==> config.mk <==
export PLATFORM = sky130hd
export DESIGN_NAME = fps_status
export DESIGN_NICKNAME = d
export VERILOG_FILES = /design/src/core/fps_pkg.sv /design/src/core/fps_status.sv
export SDC_FILE = /design/constraint.sdc
export NUM_CORES = 1
export LEC_CHECK = 0
export ABC_AREA = 1
export CAP_MARGIN = 0
export CORE_MARGIN = 2
export CORE_UTILIZATION = 25
export CTS_CLUSTER_SIZE = 30
export DETAILED_ROUTE_END_ITERATION = 8
export DONT_BUFFER_PORTS = 1
export GPL_TIMING_DRIVEN = 0
export PLACE_DENSITY = 0.4
export SLEW_MARGIN = 20
export SYNTH_ARGS = -nofsm -noshare
export SYNTH_HDL_FRONTEND = slang
export SYNTH_SLANG_ARGS = --single-unit
==> constraint.sdc <==
create_clock -name i_mclk -period 1.42 [get_ports i_mclk]
set_input_delay 0.213 -clock i_mclk [delete_from_list [all_inputs] [get_ports i_mclk]]
set_output_delay 0.213 -clock i_mclk [all_outputs]
set_load 0.01 [all_outputs]
==> src/core/fps_pkg.sv <==
// constants, states and status bit positions for the program/erase status block
// assumes a 40 MHz core clock and a command decoder on the same clock
package fps_pkg;
  // ==========================================
  // clock rate
  localparam int unsigned CLK_MHZ = 40;
  localparam int unsigned CLK_KHZ = CLK_MHZ * 1000;
  // ==========================================
  // timing, figures as printed
  localparam int unsigned PGM_SUS_TYP_US = 3;
  localparam int unsigned PGM_SUS_MAX_US = 10;
  localparam int unsigned ERS_SUS_TYP_US = 10;
  localparam int unsigned ERS_SUS_MAX_US = 30;
  localparam int unsigned ERS_LARGE_MS = 2000;
  localparam int unsigned ERS_MID_MS = 1600;
  localparam int unsigned ERS_SMALL_MS = 1200;
  // derived cycle counts; longest times round down, exact here
  localparam int unsigned PGM_SUS_TYP_CYC = PGM_SUS_TYP_US * CLK_MHZ;
  localparam int unsigned PGM_SUS_MAX_CYC = PGM_SUS_MAX_US * CLK_MHZ;
  localparam int unsigned ERS_SUS_TYP_CYC = ERS_SUS_TYP_US * CLK_MHZ;
  localparam int unsigned ERS_SUS_MAX_CYC = ERS_SUS_MAX_US * CLK_MHZ;
  localparam int unsigned ERS_LARGE_CYC = ERS_LARGE_MS * CLK_KHZ;
  localparam int unsigned ERS_MID_CYC = ERS_MID_MS * CLK_KHZ;
  localparam int unsigned ERS_SMALL_CYC = ERS_SMALL_MS * CLK_KHZ;
  // program time is not given; plain default
  localparam int unsigned PGM_CYC = 32'h0000_0190;
  // ==========================================
  // status bit positions
  localparam int unsigned SB_READY = 7;
  localparam int unsigned SB_ERS_SUSP = 6;
  localparam int unsigned SB_ERS_FAIL = 5;
  localparam int unsigned SB_PGM_FAIL = 4;
  localparam int unsigned SB_PEN_FAIL = 3;
  localparam int unsigned SB_PGM_SUSP = 2;
  localparam int unsigned SB_PROT_FAIL = 1;
  localparam int unsigned SB_TUNE = 0;
  // ==========================================
  // erase block size codes
  localparam logic [1:0] ERS_SZ_SMALL = 2'h0;
  localparam logic [1:0] ERS_SZ_MID = 2'h1;
  // pin order: chip enable_b, output enable_b, output disable_b, p/e enable
  localparam logic [3:0] PIN_RST = 4'hE;
  localparam logic [7:0] STATUS_RST = 8'h80;
  // ==========================================
  typedef enum logic [3:0] {
    ST_IDLE = 4'h1,
    ST_RUN = 4'h2,
    ST_PAUSING = 4'h4,
    ST_SUSP = 4'h8
  } fps_state_t;
endpackage : fps_pkg

==> src/core/fps_status.sv <==
// program/erase controller with its status register, read over the data lines
// assumes a command decoder on i_mclk giving one-cycle command pulses,
// and raw chip enable, output enable, output disable and p/e enable pins
//
// Contract
// RULE1: status flags appear on the low eight data lines on a status read
// RULE2: status read content does not depend on the address presented
// RULE3: program, erase, protect and resume commands switch reads to status
// RULE4: status output refreshes on each output-enable or chip-enable reactivation
// RULE5: bit 7 reads 0 while the controller is busy, 1 when idle
// RULE6: after suspend, bit 7 reads 0 until the controller pauses
// RULE7: host polls bit 7 before looking at any other bit
// RULE8: host checks erase and program failure flags once idle
// RULE9: bit 6 reads 1 only while an erase is suspended
// RULE10: if the operation finishes before pausing, suspend flags stay 0
// RULE11: bit 2 reads 1 only while a program is suspended
// RULE12: resume clears the suspend flag and continues the paused operation
// RULE13: bit 5 sets when erase verification fails after all pulses
// RULE14: bit 4 sets when program, buffered program or code check fails
// RULE15: bit 3 sets on program or erase with the enable pin low
// RULE16: bit 1 sets on program or erase to a protected block
// RULE17: error bits stay set until clear-status or hardware reset
// RULE18: with an error bit set, new program or erase appears to fail
// RULE19: program pauses within 10 us of a suspend command
// RULE20: erase pauses within 30 us of a suspend command
// RULE21: block erase completes within 2, 1.6 or 1.2 seconds by size
// RULE22: bit 0 shows tuning lock, 0 locked, reads 0 after reset
// RULE23: after reset the controller is idle with all flags 0
module fps_status
  import fps_pkg::*;
#(
  parameter int unsigned ERS_LARGE = ERS_LARGE_CYC,
  parameter int unsigned ERS_MID = ERS_MID_CYC,
  parameter int unsigned ERS_SMALL = ERS_SMALL_CYC,
  parameter int unsigned PGM_TIME = PGM_CYC,
  parameter int unsigned PGM_PAUSE = PGM_SUS_TYP_CYC,
  parameter int unsigned ERS_PAUSE = ERS_SUS_TYP_CYC
)
(
  input wire logic i_mclk,
  input wire logic i_rst_b,
  input wire logic i_chip_enable_b,
  input wire logic i_output_enable_b,
  input wire logic i_output_disable_pin_b,
  input wire logic i_program_erase_enable_pin,
  input wire logic i_cmd_program,
  input wire logic i_cmd_erase,
  input wire logic [1:0] i_erase_size,
  input wire logic i_cmd_protect,
  input wire logic i_cmd_read_status,
  input wire logic i_cmd_read_array,
  input wire logic i_cmd_clear_status,
  input wire logic i_cmd_suspend,
  input wire logic i_cmd_resume,
  input wire logic i_block_protected,
  input wire logic i_verify_fail,
  input wire logic i_code_check_fail,
  input wire logic i_tuning_unlocked,
  output logic [7:0] o_status_dq,
  output logic o_status_mode,
  output logic o_ready
);

  // ==========================================
  // pin synchronisers
  logic [3:0] pin_raw;
  logic [3:0] s1_reg;
  logic [3:0] s2_reg;
  logic [3:0] s3_reg;
  logic [3:0] pin_reg;
  assign pin_raw = {i_chip_enable_b, i_output_enable_b, i_output_disable_pin_b,
                    i_program_erase_enable_pin};
  always_ff @(posedge i_mclk)
  begin
    if (!i_rst_b)
    begin
      s1_reg <= PIN_RST;
      s2_reg <= PIN_RST;
      s3_reg <= PIN_RST;
    end
    else
    begin
      s1_reg <= pin_raw;
      s2_reg <= s1_reg;
      s3_reg <= s2_reg;
    end
  end
  // a level is accepted only once two stages agree, so one glitch is ignored
  genvar g;
  generate
    for (g = 0; g < 4; g++)
    begin : g_pin
      always_ff @(posedge i_mclk)
      begin
        if (!i_rst_b)
          pin_reg[g] <= PIN_RST[g];
        else if (s2_reg[g] == s3_reg[g])
          pin_reg[g] <= s3_reg[g];
      end
    end
  endgenerate
  logic pen_ok;
  logic access_now;
  logic access_reg;
  assign pen_ok = pin_reg[0];
  assign access_now = !pin_reg[3] && !pin_reg[2] && pin_reg[1];

  // ==========================================
  // controller state
  fps_state_t state_reg;
  fps_state_t state_next;
  logic is_erase_reg;
  logic [31:0] op_cnt_reg;
  logic [31:0] pause_cnt_reg;
  logic [3:0] err_reg;
  logic tune_reg;
  logic any_err;
  logic start_req;
  logic start_ok;
  logic op_done;
  logic paused;
  logic [31:0] ers_len;
  logic [31:0] pause_len;
  assign any_err = |err_reg;
  assign start_req = i_cmd_program || i_cmd_erase;
  // RULE15 RULE16 RULE18 refused starts
  assign start_ok = start_req && (state_reg == ST_IDLE) && pen_ok
                    && !i_block_protected && !any_err;
  assign op_done = (op_cnt_reg == 32'h0000_0001);
  assign pause_len = is_erase_reg ? ERS_PAUSE : PGM_PAUSE;
  assign paused = (pause_cnt_reg >= pause_len);
  // RULE21 erase duration by size
  always_comb
  begin
    unique case (i_erase_size)
      ERS_SZ_SMALL: ers_len = ERS_SMALL;
      ERS_SZ_MID: ers_len = ERS_MID;
      default: ers_len = ERS_LARGE;
    endcase
  end
  always_comb
  begin
    state_next = state_reg;
    unique case (state_reg)
      ST_IDLE:
        if (start_ok)
          state_next = ST_RUN;
      ST_RUN:
        if (op_done)
          state_next = ST_IDLE;
        else if (i_cmd_suspend)
          state_next = ST_PAUSING;
      // RULE10 finishing beats pausing
      ST_PAUSING:
        if (op_done)
          state_next = ST_IDLE;
        else if (paused)
          state_next = ST_SUSP;
      // RULE12 resume continues
      ST_SUSP:
        if (i_cmd_resume)
          state_next = ST_RUN;
      default:
        state_next = ST_IDLE;
    endcase
  end
  // RULE23 idle after reset
  always_ff @(posedge i_mclk)
  begin
    if (!i_rst_b)
      state_reg <= ST_IDLE;
    else
      state_reg <= state_next;
  end
  // remaining time is held across a suspend so resume picks up where it paused
  always_ff @(posedge i_mclk)
  begin
    if (!i_rst_b)
    begin
      op_cnt_reg <= 32'h0000_0000;
      is_erase_reg <= 1'b0;
    end
    else if (start_ok)
    begin
      op_cnt_reg <= i_cmd_erase ? ers_len : PGM_TIME;
      is_erase_reg <= i_cmd_erase;
    end
    else if ((state_reg == ST_RUN) || (state_reg == ST_PAUSING))
      op_cnt_reg <= op_cnt_reg - 32'h0000_0001;
  end
  // RULE19 RULE20 pause latency counter
  always_ff @(posedge i_mclk)
  begin
    if (!i_rst_b)
      pause_cnt_reg <= 32'h0000_0000;
    else if (state_reg == ST_PAUSING)
      pause_cnt_reg <= pause_cnt_reg + 32'h0000_0001;
    else
      pause_cnt_reg <= 32'h0000_0001;
  end

  // ==========================================
  // sticky errors, order {erase, program, enable pin, protect}
  logic [3:0] err_set;
  always_comb
  begin
    err_set = 4'h0;
    // RULE13 RULE14 verify failure at the end
    if ((state_reg != ST_IDLE) && (state_reg != ST_SUSP) && op_done && i_verify_fail)
      err_set[is_erase_reg ? 3 : 2] = 1'b1;
    if (i_code_check_fail)
      err_set[2] = 1'b1;
    if (start_req && (state_reg == ST_IDLE))
    begin
      // RULE15 enable pin low
      if (!pen_ok)
        err_set[1] = 1'b1;
      // RULE16 protected block
      if (i_block_protected)
        err_set[0] = 1'b1;
      // RULE18 a start with errors pending appears to fail
      if (any_err || !pen_ok || i_block_protected)
        err_set[i_cmd_erase ? 3 : 2] = 1'b1;
    end
  end
  // RULE17 sticky, set wins over clear
  always_ff @(posedge i_mclk)
  begin
    if (!i_rst_b)
      err_reg <= 4'h0;
    else if (i_cmd_clear_status)
      err_reg <= err_set;
    else
      err_reg <= err_reg | err_set;
  end
  // RULE22 tuning lock reads locked after reset
  always_ff @(posedge i_mclk)
  begin
    if (!i_rst_b)
      tune_reg <= 1'b0;
    else
      tune_reg <= i_tuning_unlocked;
  end

  // ==========================================
  // live status and read path
  logic [7:0] status_live;
  always_comb
  begin
    status_live = 8'h00;
    // RULE5 RULE6 busy while running or pausing
    status_live[SB_READY] = o_ready;
    // RULE9 RULE11 suspend flags only in suspend
    status_live[SB_ERS_SUSP] = (state_reg == ST_SUSP) && is_erase_reg;
    status_live[SB_PGM_SUSP] = (state_reg == ST_SUSP) && !is_erase_reg;
    status_live[SB_ERS_FAIL] = err_reg[3];
    status_live[SB_PGM_FAIL] = err_reg[2];
    status_live[SB_PEN_FAIL] = err_reg[1];
    status_live[SB_PROT_FAIL] = err_reg[0];
    status_live[SB_TUNE] = tune_reg;
  end
  always_ff @(posedge i_mclk)
  begin
    if (!i_rst_b)
      o_ready <= 1'b1;
    else
      o_ready <= (state_next == ST_IDLE) || (state_next == ST_SUSP);
  end
  // RULE3 status mode after commands
  always_ff @(posedge i_mclk)
  begin
    if (!i_rst_b)
      o_status_mode <= 1'b0;
    else if (start_req || i_cmd_protect || i_cmd_resume || i_cmd_read_status)
      o_status_mode <= 1'b1;
    else if (i_cmd_read_array)
      o_status_mode <= 1'b0;
  end
  // RULE1 RULE2 RULE4 snapshot taken on each new read access, no address used
  // a held access shows a frozen value; the host must toggle to see progress
  always_ff @(posedge i_mclk)
  begin
    if (!i_rst_b)
    begin
      access_reg <= 1'b0;
      o_status_dq <= STATUS_RST;
    end
    else
    begin
      access_reg <= access_now;
      if (access_now && !access_reg)
        o_status_dq <= status_live;
    end
  end
  // ==========================================
  // checks
  // pause cycles are counted here, so latency bounds need no long delay range
  logic [10:0] busy_cnt_reg;
  always_ff @(posedge i_mclk)
  begin
    if (!i_rst_b || (state_reg != ST_PAUSING))
      busy_cnt_reg <= 11'h000;
    else
      busy_cnt_reg <= busy_cnt_reg + 11'h001;
  end
endmodule : fps_status

==> impl_metrics.env <==
export IMPL_maxCapViolCount=0
export IMPL_r2r_cells=9
export IMPL_hold_viol=0
export IMPL_n_antenna_cell=0
export IMPL_via_per_inst=4.53
export IMPL_placed_area_um2=5890
export IMPL_cts_sink_count=101
export IMPL_slew_headroom_pct=64.4
export IMPL_tightest_slew_ns=0.534
export IMPL_status="finished, violations left"
export IMPL_numCtsBuffers=9
export IMPL_crit_start="op_cnt_reg[0]"
export IMPL_clock_power_share_pct=44.8
export IMPL_yosysTopAreaCell="dfxtp_1"
export IMPL_cpMostUsedCell="nand2_1"
export IMPL_synth_seq_area_share_pct=36.5
export IMPL_dr_pass1_iters=4
export IMPL_synth_edf_count=0
export IMPL_syn_nets=870
export IMPL_dp_hpwl_mm=12.8
export IMPL_crit_fanout=4
export IMPL_internal_power_uw=4130
export IMPL_failed_checks="negative setup slack"
export IMPL_clk_pin_slew_ns=0.08
export IMPL_min_period_ns=1.48
export IMPL_core_um2=21800
export IMPL_fin_ws_ns=-0.0604
export IMPL_die_h_um=153
export IMPL_netlist_area_leader_share_pct=36.5
export IMPL_pre_cts_ws_ns=-0.356
export IMPL_fin_area_um2=7360
export IMPL_die_w_um=153
export IMPL_grt_pass1_vias=5119
export IMPL_worst_r2r_startpoint="op_cnt_reg[0]"
export IMPL_rsz0062_at_grt="true"
export IMPL_synth_common_cells="nand2_1, nor2_1, dfxtp_1"
export IMPL_grt_max_degree=19
export IMPL_hold_class="in -> reg"
export IMPL_finalSetupViolCount=13
export IMPL_ys_ff_latch=101
export IMPL_syn_cell_area_um2=5540
export IMPL_ir_worst_vdd_v=0.000532
export IMPL_ys_flop_type="dfxtp_1"
export IMPL_nNetsFinal=934
export IMPL_placementRows=54
export IMPL_boundaryPins=30
export IMPL_ys_types=42
export IMPL_switching_share_pct=24.9
export IMPL_syn_to_final_growth_pct=32.9
export IMPL_hp_start="i_cmd_suspend"
export IMPL_antenna_found_initial=0
export IMPL_start_util_pct=25.5
export IMPL_combPwrFrac_pct=3.1
export IMPL_layout_drive_gt1_share_pct=31.9
export IMPL_critPathKind="reg -> reg"
export IMPL_async_flop_share_pct=0
export IMPL_powerDensity_nw_per_um2=748
export IMPL_end_kind="register"
export IMPL_postRouteAntennaNets=0
export IMPL_r2r_slack_ns=-0.06
export IMPL_fin_util_pct=33.8
export IMPL_p_switching_uw=1370
export IMPL_cp_slowest_cell="dfxtp_4"
export IMPL_drt_initial_drc_count=222
export IMPL_routed_wl_mm=17.3
export IMPL_gp_congestion=0.824
export IMPL_grt_pass1_wl_mm=27.0
export IMPL_die_area_um2=23400
export IMPL_synth_warning_count=0
export IMPL_final_max_slew_viol_count=0
export IMPL_worstPathArrival_ns=1.77
export IMPL_track_usage_pct=14.4
export IMPL_yosysMostFrequentCell="nand2_1"
export IMPL_numPortBuffers=0
export IMPL_syn_inst=841
export IMPL_hold_depth=2
export IMPL_drc=0
export IMPL_startpoint_type="register"
export IMPL_synth_area_per_cell_um2=6.58
export IMPL_leakage_uw=0.00304
export IMPL_cts_tree="done"
export IMPL_required_ns=1.71
export IMPL_clockBufferDepth=2
export IMPL_clock_fmax_ghz=0.675
export IMPL_fin_crit_sh_pct=104
export IMPL_cp_cell_sequence="inv_6 -> ha_4 -> buf_4 -> inv_1 -> nor2_2 -> nand4_1 -> nand2_1 -> nand2_1 -> a21oi_1"
export IMPL_max_stage_delay_ns=0.37
export IMPL_num_vias=5393
export IMPL_gr_total_overflow=0
export IMPL_seqPwrFrac_pct=52.0
export IMPL_routedWlPerCell_um=14.5
export IMPL_clk_latency_ns=0.36
export IMPL_yosys_top_cells_area="dfxtp_1, nand2_1, nor2_1, inv_1, a21oi_1"
export IMPL_htreeDepth=3
export IMPL_clock_skew_ns=0.0113
export IMPL_cts_root_buf="clkbuf_16"
per-stage QoR:
stage,setup TNS [ns],hold WS [ns],std cells,power [uW]
after CTS,-0.590,0.0240,1171,5580
after floorplan,0,0.311,841,3030
after global placement,-14.85,0.314,1121,3070
after detailed placement,-14.21,0.317,1121,3060
final,-0.218,0.0364,1190,5500
after global routing,-4.67,0.0233,1190,5720
layout by cell type, fill, tap and decap left out, types with 11 or more instances in the layout:
cell       n
nand2_1  172
nor2_1    93
inv_1     84
a21oi_1   61
dfxtp_1   58
buf_4     38
nor2_4    37
nand3_1   37
dfxtp_2   35
nor2_2    34
o21ai_0   34
nand2_2   23
nand4_1   18
inv_2     15
or2_2     12
nor3_2    11
kinds of logic after synthesis:
family | share of synthesized area, %
simple gates | 40.7
buf+inv | 8.54
compound gates | 10.8
flops | 36.5
xor+xnor | 1.42
fa+ha+maj | 2.03
worst max-delay path: cells and delay by family, from the launching register on:
| family | cells | cell delay, ns |
|---|---|---|
| compound gates | 1 | 0.12 |
| fa+ha+maj | 1 | 0.15 |
| flops | 1 | 0.37 |
| simple gates | 4 | 0.51 |
| buf+inv | 3 | 0.26 |
routing by layer:
metal,wire (um),vias to the layer above,track usage (%)
met3,504,13,3.15
met5,0,-,0
met1,8240,2487,18.7
met4,195,0,3.40
met2,8330,62,24.5
li1,-,2831,-
repair_timing:
item,in CTS,in global routing
setup endpoints to repair,70,68
hold buffers,7,0
cloned,0,2
resized for setup,124,119
pin swaps,37,49
buffers inserted,27,19
endpoints found under the hold margin,8,0
cell type report:
class / instances / area (um^2)
timing repair buffer: 52 / 465
sequential: 101 / 2100
buffer: 11 / 80.1
tap: 280 / 350
clock buffer: 9 / 225
inverter: 107 / 432
fill: 2406 / 14400
multi-input combinational: 623 / 3650
clock inverter: 7 / 58.8
worst paths after layout:
check,endpoint
worst min register to register,s2_reg[2]
worst min-delay path,state_reg[1]
worst max register to register,op_cnt_reg[22]
worst max-delay path,op_cnt_reg[22]
power by group through the flow:
| stage | logic, uW | clock network [uW] | registers, uW |
|---|---|---|---|
| 2_1_floorplan | 88.8 | 0 | 2940 |
| 3_3_place_gp | 123 | 0 | 2940 |
| 3_5_place_dp | 123 | 0 | 2940 |
| 4_1_cts | 161 | 2550 | 2870 |
| 5_1_grt | 192 | 2660 | 2870 |
| 6_report | 172 | 2470 | 2860 |
(Power assumes the default switching activity.)
